`src/iemb_pkg.sv`:
```
/*
 * Constants for the interrupt enable mask bank: register offsets, field
 * positions, implemented-bit masks and reset values.
 * Assumes a 16-bit register port with byte addresses on an 8-bit address.
 */
`default_nettype none

package iemb_pkg;

   localparam int REG_ADDR_W = 8;
   localparam int REG_DATA_W = 16;

   // register offsets
   localparam logic [7:0] OFS_ENABLE_WORD_0 = 8'h00;
   localparam logic [7:0] OFS_ENABLE_WORD_1 = 8'h04;
   localparam logic [7:0] OFS_FLAG_WORD_0 = 8'h08;
   localparam logic [7:0] OFS_FLAG_WORD_1 = 8'h0C;
   localparam logic [7:0] OFS_REQUEST_WORD_0 = 8'h10;
   localparam logic [7:0] OFS_REQUEST_WORD_1 = 8'h14;

   // first enable word fields
   localparam int POS_SERIAL_PERIPH_EVENT = 8;
   localparam int POS_TIMER_THREE = 7;
   localparam int POS_TIMER_TWO = 6;
   localparam int POS_OUT_COMPARE_TWO = 5;
   localparam int POS_TIMER_ONE = 3;
   localparam int POS_OUT_COMPARE_ONE = 2;
   localparam int POS_IN_CAPTURE_ONE = 1;
   localparam int POS_EXT_PIN_ZERO = 0;

   // second enable word fields
   localparam int POS_COMPARATOR_THREE = 15;
   localparam int POS_COMPARATOR_TWO = 14;
   localparam int POS_COMPARATOR_ONE = 13;
   localparam int POS_CHANGE_NOTIFY = 11;
   localparam int POS_PULSE_GEN_FOUR = 6;
   localparam int POS_PULSE_GEN_THREE = 5;
   localparam int POS_PULSE_GEN_TWO = 4;
   localparam int POS_PULSE_GEN_ONE = 3;
   localparam int POS_SPECIAL_EVENT_MATCH = 2;
   localparam int POS_EXT_PIN_TWO = 1;
   localparam int POS_EXT_PIN_ONE = 0;

   // implemented bits: word 0 bits 8..5 and 3..0, word 1 bits 15..13, 11, 6..0
   localparam logic [15:0] IMPL_MASK_WORD_0 = 16'h01EF;
   localparam logic [15:0] IMPL_MASK_WORD_1 = 16'hE87F;

   localparam logic [15:0] RESET_ENABLE_WORD = 16'h0000;
   localparam logic [15:0] RESET_FLAG_WORD = 16'h0000;
   localparam logic [15:0] RESET_READ_WORD = 16'h0000;

endpackage

`default_nettype wire

```
`src/iemb_mask_bank.sv`:
```
/*
 * Interrupt enable mask bank: two enable words, two sticky pending-flag
 * words, per-source gated requests and one level interrupt output.
 * Assumes one clock, a register master that issues one-cycle strobes
 * never together, and source event inputs synchronous to clk_sys.
 */
// Design decisions made here: the address map and the plain strobed port.
`default_nettype none

module iemb_mask_bank
   import iemb_pkg::*;
(
   input wire logic clk_sys,
   input wire logic rst_b,
   input wire logic [REG_ADDR_W-1:0] regAddr,
   input wire logic [REG_DATA_W-1:0] regWrData,
   input wire logic regWr,
   input wire logic regRd,
   output logic [REG_DATA_W-1:0] regRdData,
   input wire logic [15:0] srcEvent0,
   input wire logic [15:0] srcEvent1,
   output logic [15:0] srcRequest0,
   output logic [15:0] srcRequest1,
   output logic irqOut
);

   typedef struct packed {
      logic [15:0] enableWord0;
      logic [15:0] enableWord1;
      logic [15:0] flagWord0;
      logic [15:0] flagWord1;
      logic [15:0] rdData;
   } iemb_state_s;

   iemb_state_s state;
   iemb_state_s next_state;

   wire logic [15:0] req0;
   wire logic [15:0] req1;

   // enable fields by source
   logic serialPeriphEventEn;
   logic timerThreeEn;
   logic timerTwoEn;
   logic outCompareTwoEn;
   logic timerOneEn;
   logic outCompareOneEn;
   logic inCaptureOneEn;
   logic extPinZeroEn;
   logic comparatorThreeEn;
   logic comparatorTwoEn;
   logic comparatorOneEn;
   logic changeNotifyEn;
   logic pulseGenFourEn;
   logic pulseGenThreeEn;
   logic pulseGenTwoEn;
   logic pulseGenOneEn;
   logic specialEventMatchEn;
   logic extPinTwoEn;
   logic extPinOneEn;

   assign serialPeriphEventEn = state.enableWord0[POS_SERIAL_PERIPH_EVENT];
   assign timerThreeEn = state.enableWord0[POS_TIMER_THREE];
   assign timerTwoEn = state.enableWord0[POS_TIMER_TWO];
   assign outCompareTwoEn = state.enableWord0[POS_OUT_COMPARE_TWO];
   assign timerOneEn = state.enableWord0[POS_TIMER_ONE];
   assign outCompareOneEn = state.enableWord0[POS_OUT_COMPARE_ONE];
   assign inCaptureOneEn = state.enableWord0[POS_IN_CAPTURE_ONE];
   assign extPinZeroEn = state.enableWord0[POS_EXT_PIN_ZERO];
   assign comparatorThreeEn = state.enableWord1[POS_COMPARATOR_THREE];
   assign comparatorTwoEn = state.enableWord1[POS_COMPARATOR_TWO];
   assign comparatorOneEn = state.enableWord1[POS_COMPARATOR_ONE];
   assign changeNotifyEn = state.enableWord1[POS_CHANGE_NOTIFY];
   assign pulseGenFourEn = state.enableWord1[POS_PULSE_GEN_FOUR];
   assign pulseGenThreeEn = state.enableWord1[POS_PULSE_GEN_THREE];
   assign pulseGenTwoEn = state.enableWord1[POS_PULSE_GEN_TWO];
   assign pulseGenOneEn = state.enableWord1[POS_PULSE_GEN_ONE];
   assign specialEventMatchEn = state.enableWord1[POS_SPECIAL_EVENT_MATCH];
   assign extPinTwoEn = state.enableWord1[POS_EXT_PIN_TWO];
   assign extPinOneEn = state.enableWord1[POS_EXT_PIN_ONE];

   // one gate per implemented source; each drives only its own request bit
   iemb_gate_cell gateSerialPeriphEvent (
      .pendingFlag(state.flagWord0[POS_SERIAL_PERIPH_EVENT]),
      .enable(serialPeriphEventEn),
      .request(req0[POS_SERIAL_PERIPH_EVENT])
   );
   iemb_gate_cell gateTimerThree (
      .pendingFlag(state.flagWord0[POS_TIMER_THREE]),
      .enable(timerThreeEn),
      .request(req0[POS_TIMER_THREE])
   );
   iemb_gate_cell gateTimerTwo (
      .pendingFlag(state.flagWord0[POS_TIMER_TWO]),
      .enable(timerTwoEn),
      .request(req0[POS_TIMER_TWO])
   );
   iemb_gate_cell gateOutCompareTwo (
      .pendingFlag(state.flagWord0[POS_OUT_COMPARE_TWO]),
      .enable(outCompareTwoEn),
      .request(req0[POS_OUT_COMPARE_TWO])
   );
   iemb_gate_cell gateTimerOne (
      .pendingFlag(state.flagWord0[POS_TIMER_ONE]),
      .enable(timerOneEn),
      .request(req0[POS_TIMER_ONE])
   );
   iemb_gate_cell gateOutCompareOne (
      .pendingFlag(state.flagWord0[POS_OUT_COMPARE_ONE]),
      .enable(outCompareOneEn),
      .request(req0[POS_OUT_COMPARE_ONE])
   );
   iemb_gate_cell gateInCaptureOne (
      .pendingFlag(state.flagWord0[POS_IN_CAPTURE_ONE]),
      .enable(inCaptureOneEn),
      .request(req0[POS_IN_CAPTURE_ONE])
   );
   iemb_gate_cell gateExtPinZero (
      .pendingFlag(state.flagWord0[POS_EXT_PIN_ZERO]),
      .enable(extPinZeroEn),
      .request(req0[POS_EXT_PIN_ZERO])
   );
   iemb_gate_cell gateComparatorThree (
      .pendingFlag(state.flagWord1[POS_COMPARATOR_THREE]),
      .enable(comparatorThreeEn),
      .request(req1[POS_COMPARATOR_THREE])
   );
   iemb_gate_cell gateComparatorTwo (
      .pendingFlag(state.flagWord1[POS_COMPARATOR_TWO]),
      .enable(comparatorTwoEn),
      .request(req1[POS_COMPARATOR_TWO])
   );
   iemb_gate_cell gateComparatorOne (
      .pendingFlag(state.flagWord1[POS_COMPARATOR_ONE]),
      .enable(comparatorOneEn),
      .request(req1[POS_COMPARATOR_ONE])
   );
   iemb_gate_cell gateChangeNotify (
      .pendingFlag(state.flagWord1[POS_CHANGE_NOTIFY]),
      .enable(changeNotifyEn),
      .request(req1[POS_CHANGE_NOTIFY])
   );
   iemb_gate_cell gatePulseGenFour (
      .pendingFlag(state.flagWord1[POS_PULSE_GEN_FOUR]),
      .enable(pulseGenFourEn),
      .request(req1[POS_PULSE_GEN_FOUR])
   );
   iemb_gate_cell gatePulseGenThree (
      .pendingFlag(state.flagWord1[POS_PULSE_GEN_THREE]),
      .enable(pulseGenThreeEn),
      .request(req1[POS_PULSE_GEN_THREE])
   );
   iemb_gate_cell gatePulseGenTwo (
      .pendingFlag(state.flagWord1[POS_PULSE_GEN_TWO]),
      .enable(pulseGenTwoEn),
      .request(req1[POS_PULSE_GEN_TWO])
   );
   iemb_gate_cell gatePulseGenOne (
      .pendingFlag(state.flagWord1[POS_PULSE_GEN_ONE]),
      .enable(pulseGenOneEn),
      .request(req1[POS_PULSE_GEN_ONE])
   );
   iemb_gate_cell gateSpecialEventMatch (
      .pendingFlag(state.flagWord1[POS_SPECIAL_EVENT_MATCH]),
      .enable(specialEventMatchEn),
      .request(req1[POS_SPECIAL_EVENT_MATCH])
   );
   iemb_gate_cell gateExtPinTwo (
      .pendingFlag(state.flagWord1[POS_EXT_PIN_TWO]),
      .enable(extPinTwoEn),
      .request(req1[POS_EXT_PIN_TWO])
   );
   iemb_gate_cell gateExtPinOne (
      .pendingFlag(state.flagWord1[POS_EXT_PIN_ONE]),
      .enable(extPinOneEn),
      .request(req1[POS_EXT_PIN_ONE])
   );

   // absent sources never request
   for (genvar i = 0; i < 16; i++) begin : g_absent
      if (!IMPL_MASK_WORD_0[i]) begin : g_w0
         assign req0[i] = 1'b0;
      end
      if (!IMPL_MASK_WORD_1[i]) begin : g_w1
         assign req1[i] = 1'b0;
      end
   end

   logic wrEnable0;
   logic wrEnable1;
   logic wrFlag0;
   logic wrFlag1;

   assign wrEnable0 = regWr && (regAddr == OFS_ENABLE_WORD_0);
   assign wrEnable1 = regWr && (regAddr == OFS_ENABLE_WORD_1);
   assign wrFlag0 = regWr && (regAddr == OFS_FLAG_WORD_0);
   assign wrFlag1 = regWr && (regAddr == OFS_FLAG_WORD_1);

   always_comb begin
      logic [15:0] clr0;
      logic [15:0] clr1;
      clr0 = 16'h0000;
      clr1 = 16'h0000;
      next_state = state;

      // unimplemented bits never store a one
      if (wrEnable0) begin
         next_state.enableWord0 = regWrData & IMPL_MASK_WORD_0;
      end
      if (wrEnable1) begin
         next_state.enableWord1 = regWrData & IMPL_MASK_WORD_1;
      end

      // write one to clear; an event in the same cycle wins over the clear
      if (wrFlag0) begin
         clr0 = regWrData;
      end
      if (wrFlag1) begin
         clr1 = regWrData;
      end
      // flags follow events whatever the enables hold
      for (int i = 0; i < 16; i++) begin
         if (!IMPL_MASK_WORD_0[i]) begin
            next_state.flagWord0[i] = 1'b0;
         end else if (srcEvent0[i]) begin
            next_state.flagWord0[i] = 1'b1;
         end else if (clr0[i]) begin
            next_state.flagWord0[i] = 1'b0;
         end
         if (!IMPL_MASK_WORD_1[i]) begin
            next_state.flagWord1[i] = 1'b0;
         end else if (srcEvent1[i]) begin
            next_state.flagWord1[i] = 1'b1;
         end else if (clr1[i]) begin
            next_state.flagWord1[i] = 1'b0;
         end
      end

      // read data stands only in the cycle after the strobe
      next_state.rdData = 16'h0000;
      if (regRd) begin
         case (regAddr)
            OFS_ENABLE_WORD_0: begin
               next_state.rdData = state.enableWord0;
            end
            OFS_ENABLE_WORD_1: begin
               next_state.rdData = state.enableWord1;
            end
            OFS_FLAG_WORD_0: begin
               next_state.rdData = state.flagWord0;
            end
            OFS_FLAG_WORD_1: begin
               next_state.rdData = state.flagWord1;
            end
            OFS_REQUEST_WORD_0: begin
               next_state.rdData = req0;
            end
            OFS_REQUEST_WORD_1: begin
               next_state.rdData = req1;
            end
            default: begin
               next_state.rdData = 16'h0000;
            end
         endcase
      end
   end

   always_ff @(posedge clk_sys or negedge rst_b) begin
      if (!rst_b) begin
         state.enableWord0 <= RESET_ENABLE_WORD;
         state.enableWord1 <= RESET_ENABLE_WORD;
         state.flagWord0 <= RESET_FLAG_WORD;
         state.flagWord1 <= RESET_FLAG_WORD;
         state.rdData <= RESET_READ_WORD;
      end else begin
         state <= next_state;
      end
   end

   assign regRdData = state.rdData;
   assign srcRequest0 = req0;
   assign srcRequest1 = req1;
   // level output, drops as soon as the last unmasked flag clears
   assign irqOut = (|req0) | (|req1);

endmodule

// one source gate: the flag is only read here, so masking never loses an event
module iemb_gate_cell #(
   parameter int WIDTH = 1
) (
   input wire logic [WIDTH-1:0] pendingFlag,
   input wire logic [WIDTH-1:0] enable,
   output logic [WIDTH-1:0] request
);
   assign request = pendingFlag & enable;
endmodule

`default_nettype wire

```
`config.mk`:
```
export PLATFORM = sky130hd
export DESIGN_NAME = iemb_mask_bank
export DESIGN_NICKNAME = d
export VERILOG_FILES = /design/src/iemb_pkg.sv /design/src/iemb_mask_bank.sv
export SDC_FILE = /design/constraint.sdc
export NUM_CORES = 1
export LEC_CHECK = 0
export ABC_AREA = 0
export BUFFER_PORTS_ARGS = -buffer_cell sky130_fd_sc_hd__buf_4
export CORE_MARGIN = 2
export CORE_UTILIZATION = 46
export CTS_CLUSTER_SIZE = 10
export DETAILED_ROUTE_END_ITERATION = 12
export PLACE_DENSITY = 0.76
export SYNTH_ARGS = -nofsm -noshare
export SYNTH_HDL_FRONTEND = slang
export SYNTH_SLANG_ARGS = --single-unit
export TNS_END_PERCENT = 50
```
`constraint.sdc`:
```
create_clock -name clk_sys -period 2.1 [get_ports clk_sys]
set_clock_uncertainty 0.1 [all_clocks]
set_input_delay 0.21 -clock clk_sys [delete_from_list [all_inputs] [get_ports clk_sys]]
set_output_delay 0.21 -clock clk_sys [all_outputs]
set_load 0.05 [all_outputs]
```
## Yosys cells after proc, flatten, opt, wreduce, memory -nomap -nowiden

Cells that the tools add are included.

- Bits in registers: 54
- Latch bits: 0
- RAM bits: 0
- Memory bits (read-only): 0
- Input bits: 60
- Output and inout bits: 49
- Logic and storage cells: 115
- Memories kept: 0

- $add $sub $neg: 0
- Multiply operators: 0
- Div/mod/pow operators: 0
- Magnitude comparators: 0
- Eq/ne operators: 5
- Shifts and indexed selects: 0
- Mux-type cells: 42
- Bitwise gates (word level): 20
- Reduce and logical (&&, ||, !) cells: 26

Operator list:

| operator | count |
|---|---|
| 16-bit case mux with 6 select lines | 1 |
| 1-bit two-way mux | 38 |
| 2-bit nonzero test | 19 |
| 16-bit two-way mux | 2 |
| 1-bit AND | 19 |
| 8-bit by 4-bit == test with 1-bit output (second input constant) | 2 |
| 8-bit by 5-bit == test with 1-bit output (second input constant) | 2 |
| 11-bit OR reduction | 1 |
| 9-bit two-way mux | 1 |
| 8-bit by 3-bit == test with 1-bit output (second input constant) | 1 |
| 8-bit logical NOT | 1 |
| 8-bit OR reduction | 1 |
| 1-bit logical AND | 4 |
| 1-bit OR | 1 |

## Depth between registers and ports, before layout

- Depth after elaboration: 5
- Gate-level depth with buffers: 6
- Gate-level depth less buffers: 4

## Modules after synthesis

A second synthesis with hierarchy kept.

- Cell total of the unflattened synthesis: 266
- Area total of the unflattened synthesis: 2781.4 µm²

Modules (own cells, without submodules):

| module | times used | cells an instance | area each (µm²) | seq. area each (µm²) |
|---|---|---|---|---|
| iemb_mask_bank | 1 | 247 | 2662.6 | 1276.2 |
| iemb_gate_cell | 19 | 1 | 6.3 | 0.0 |

## Least setup slack after synthesis

No wires, ideal clock.

- Kind: register to output
- Start point: reg state[30] (netlist name)
- End point: out irqOut
- Data arrival time: 1.542 ns
- Required time: 1.790 ns
- Slack: 0.248 ns
- Stages on the path, launching flop included: 5
- Buffers on the path: 0
- Cells stage by stage: dfrtp_1 -> and2_1 -> or2_2 -> nor4_1 -> nand4_1

- Word-level cells in the longest chain between the ends: 3

RTL lines:

| what | line | RTL |
|---|---|---|
| from (decl) | iemb_mask_bank.sv:35 | `iemb_state_s state;` |
| from (signal assigned) | iemb_mask_bank.sv:276 | `state <= next_state;` |
| 1-bit AND | iemb_mask_bank.sv:296 | `assign request = pendingFlag & enable;` |
| net gateComparatorTwo.request | iemb_mask_bank.sv:294 | `output logic [WIDTH-1:0] request` |
| 11-bit OR reduction | iemb_mask_bank.sv:284 | `assign irqOut = (\|req0) \| (\|req1);` |
| 1-bit OR | iemb_mask_bank.sv:284 |  |
| to (decl) | iemb_mask_bank.sv:24 | `output logic irqOut` |

The timed path passes the listed nets, and every way through them passes these cells.

## Final worst setup path

- Start point: reg state (netlist bit comparatorTwoEn)
- End point: out irqOut

- Word-level cells in the longest chain between the ends: 3

RTL lines:

| what | line |
|---|---|
| 1-bit AND | iemb_mask_bank.sv:296 |
| 11-bit OR reduction | iemb_mask_bank.sv:284 |
| 1-bit OR | iemb_mask_bank.sv:284 |

No other way between the ends.

==> metrics list <==
- The first routing iteration left between 150 and 200 violations.
- Routability cong.: 0.836
- The count of nets left with antenna violations once routing finished came out at 0.
- By area the synthesized netlist is led by dfrtp_1 45%, buf_4 9.3%, mux2_2 6.0%.
* H-tree depth reported by CTS: 2
* Post-route core utilization: 62.9%
- At the pin with the least slew margin, the transition time is roughly 0.65 ns.
- Measured in cells, the most critical reg-to-reg path has a length of 5.
* Data arrival time of the worst path: 1.77 ns
* Worst slew slack as a fraction of its limit: 56.8%
* Total die area: 6770 um2
* Cell-internal power: 0.00142 W
* Sequential-to-total area share from yosys stat: 45.3%
* Horiz. Die Dim: 82.3 um
* HPWL after detailed placement: 5040 um
- Number of placement rows: 28
* Cell-by-cell listing of the critical path: and2_4 > or2_4 > nor4_4 > buf_4 > nand4_1 > buf_6
* Leakage power total: ~1.8 nW
* IO buf count: 76
- Via count of the first global-routing pass: approximately 2.3k
- Fraction of layout instances using a drive strength above 1: 39.4%
- The core region is 5920 um2.
- Gate Count Post-Synth: 274
* Area growth from synthesis to layout: 32.1%
- The initial utilization of the core area, before any placement, comes to 47.6%.
* Most common library cell in the layout ignoring fill and taps: buf_4
- Unrepaired setup endpoints after global routing: true
* Netlist area before placement: approximately 2800 um2
* Post-Synth Simple-Gate Area: 17.6%
* Comb power frac: 23.7%
* Most frequent cells in the layout: 96 x buf_4, 51 x dfrtp_1, 40 x nand2_1
* Via total after detailed routing: 2286
- For the worst-skew pair, the clock arrives at the later sink with an insertion delay of 0.30 ns.
- Die Span Y: 82.3 um
- Across the run, the number of max-cap violations was 0.
* Post-route clock period utilization: between 90% and 100%
- Area after DPL: 3330 um2
- Overall global routing resource usage: 21.9%
- Worst Path Class, Setup: flop to output pin
- Number of distinct library cells after synthesis: 41
* Clock-pin slew reported for the worst setup and hold paths after clock tree synthesis: about 0.090 ns
- The register with the most flip-flops in the final layout is state.
- Power share of the clock group: 26.6%
- The first global-routing pass estimated 11200 um of wire.
- Num ports: 109
* Total overflow reported by the global router: 0
* Flip-flop and latch count after synthesis: just over 50
* Sequential cell fraction of total power: 49.7%
* Hold slack: 0.0491 ns
- For this run, design rule violations remaining after detail routing come to 0.
* Share of Yosys cell area claimed by the top area cell type: 45.3%
* Max IR drop VDD: 283 uV
- The routed design has 7000 um of wire.
- The tree is rooted in a clkbuf_8.
- Endpoints failing setup: 0
* Number of antenna cells inserted: 0
* Final standard cell area without fillers: 3720 um2
- Parity-gate share of the synthesized area counting xor and xnor cells: 0%
- The total count of max-transition violations in the final report is 0.
- Router iterations before antenna repair: 4
- Maximum clock insertion buffer count: 2
* Total number of yosys warnings: 0
- TritonCTS built the clock tree.
- Fraction of the mapped netlist area in compound gates: between 10% and 20%
* Category of the worst setup path launch point: flop
- Derived from the worst setup path, the maximum achievable clock frequency is 480 MHz.
* Final hold viol count: 0
- TritonCTS created 5 clock buffers.
- The run finished with clean final reports.
- Slowest Stage Delay on Critical Path: slightly above 0.4 ns
* Top cell type by total area after synthesis: dfrtp_1
- Power spread over the standard cell area amounts to 548 nW/um2.
- Clock sink total: 51
- WP data required: between 1.5 and 2 ns
- Worst path slowest cell: dfrtp_1
* Via density per instance: 5.13
- Dominant combinational cell family by area after synthesis: simple AND/OR/NAND/NOR gates
* Switching fraction of total power: a little under a third
- Class of the most critical hold timing path: primary input to flop
- Averaged over all synthesized cells, the footprint is 10.3 um2.
- Flip-flop count of the largest register, all copies and words added: 22
- Min cycle time layout: 2.08 ns
* Avg WL per Cell: 15.7 um
- For this run, the post-layout net count is 430.
- Antenna violations before repair: 0
* Synth Area in Adders: 0%
- Net switching power figure: 0.000619 W
- Measured against the total synthesized area, the mux share comes to 11.3%.
- Kind of capture point of the worst setup path: output pin
- Cells on Worst Hold Path: 2
* Pin count of the biggest net entering global routing: 52
- Post-layout worst setup margin: 0.0162 ns
- At the placement stage, the worst setup path has a slack of 0.110 ns.
* Worst Path Max Fanout: 3
## repair_timing
| action | in CTS | in global routing |
|---|---|---|
| setup buffers | 4 | 4 |
| gates resized for setup | 7 | 2 |
| hold buffers | 20 | 0 |
| pin swaps | 2 | 4 |
| endpoints found under the setup margin | 1 | 1 |
| hold endpoints to repair | 70 | 0 |
| cloned | 0 | 0 |
## cell families after synthesis
family / Yosys count
simple gates: 89
buf+inv: 56
other cells: 1
mux: 25
flops: 51
compound gates: 52
## layer usage
metal,vias up,wire (um),GRT usage (%)
li1,1091,-,-
met1,1104,3000,28.4
met2,79,3510,37.3
met3,12,395,3.59
met4,0,100,7.17
met5,-,0,0
## metrics by stage
stage / setup TNS (ns) / std cells / power [W]
detailed placement: 0 / 410 / 0.00145
finish: 0 / 446 / 0.00204
global placement: 0 / 410 / 0.00145
global route: -0.0578 / 446 / 0.00212
floorplan: 0 / 289 / 0.00133
CTS: -0.00255 / 442 / 0.00205
## cell usage after synthesis, drive strengths merged
cell type  count
o21ai          5
dfrtp         51
a21o          19
nor3           3
o211a          1
or2            2
a22o           5
o21bai         1
nand2b         4
o22ai          5
nor2           6
or4b           1
and2           9
or3            3
or4            1
a32oi          2
nor4           6
nor3b          1
buf           39
nand2         41
nand4          2
a222oi         1
nand4bb        2
a31oi          2
inv           13
nand3          6
mux2          25
nor2b          1
nor4b          1
a22oi          3
clkbuf         4
conb           1
a21oi          8
## power groups by stage
stage / Clock [W] / Sequential (W) / Combinational (W)
after floorplan: 0 / 0.00103 / 0.000302
after global placement: 0 / 0.00103 / 0.000418
after detailed placement: 0 / 0.00103 / 0.000422
after CTS: 0.000559 / 0.00101 / 0.000477
after global routing: 0.000592 / 0.00102 / 0.000515
final: 0.000543 / 0.00101 / 0.000483
## path summary, 6_finish.rpt
check                                     start            end  slack [ns]
worst max-delay path            comparatorTwoEn         irqOut        0.02
min in group asynchronous                 rst_b      state[17]        0.38
worst max register to register        state[37]   regRdData[5]        0.75
worst min register to register        state[31]      state[31]        0.41
worst min-delay path               regWrData[4]  pulseGenTwoEn        0.05
max in group asynchronous                 rst_b      state[31]        1.09
## critical path, delay by kind of cell, from the launching register on
kind / cells / cell delay, ns
AND/OR/NAND/NOR: 4 / 0.73
buffers and inverters: 2 / 0.33
flip-flops: 1 / 0.41
## final cells by class
class	instances	area, um2
fillers	511	2200
multi-input cells	182	1290
flip-flops and latches	51	1280
repair buffers	117	932
well taps	75	93.8
clock buffers	5	68.8
inverters	13	48.8
clock inverters	3	15.0
No activity file was read; power rests on OpenSTA's default activity.
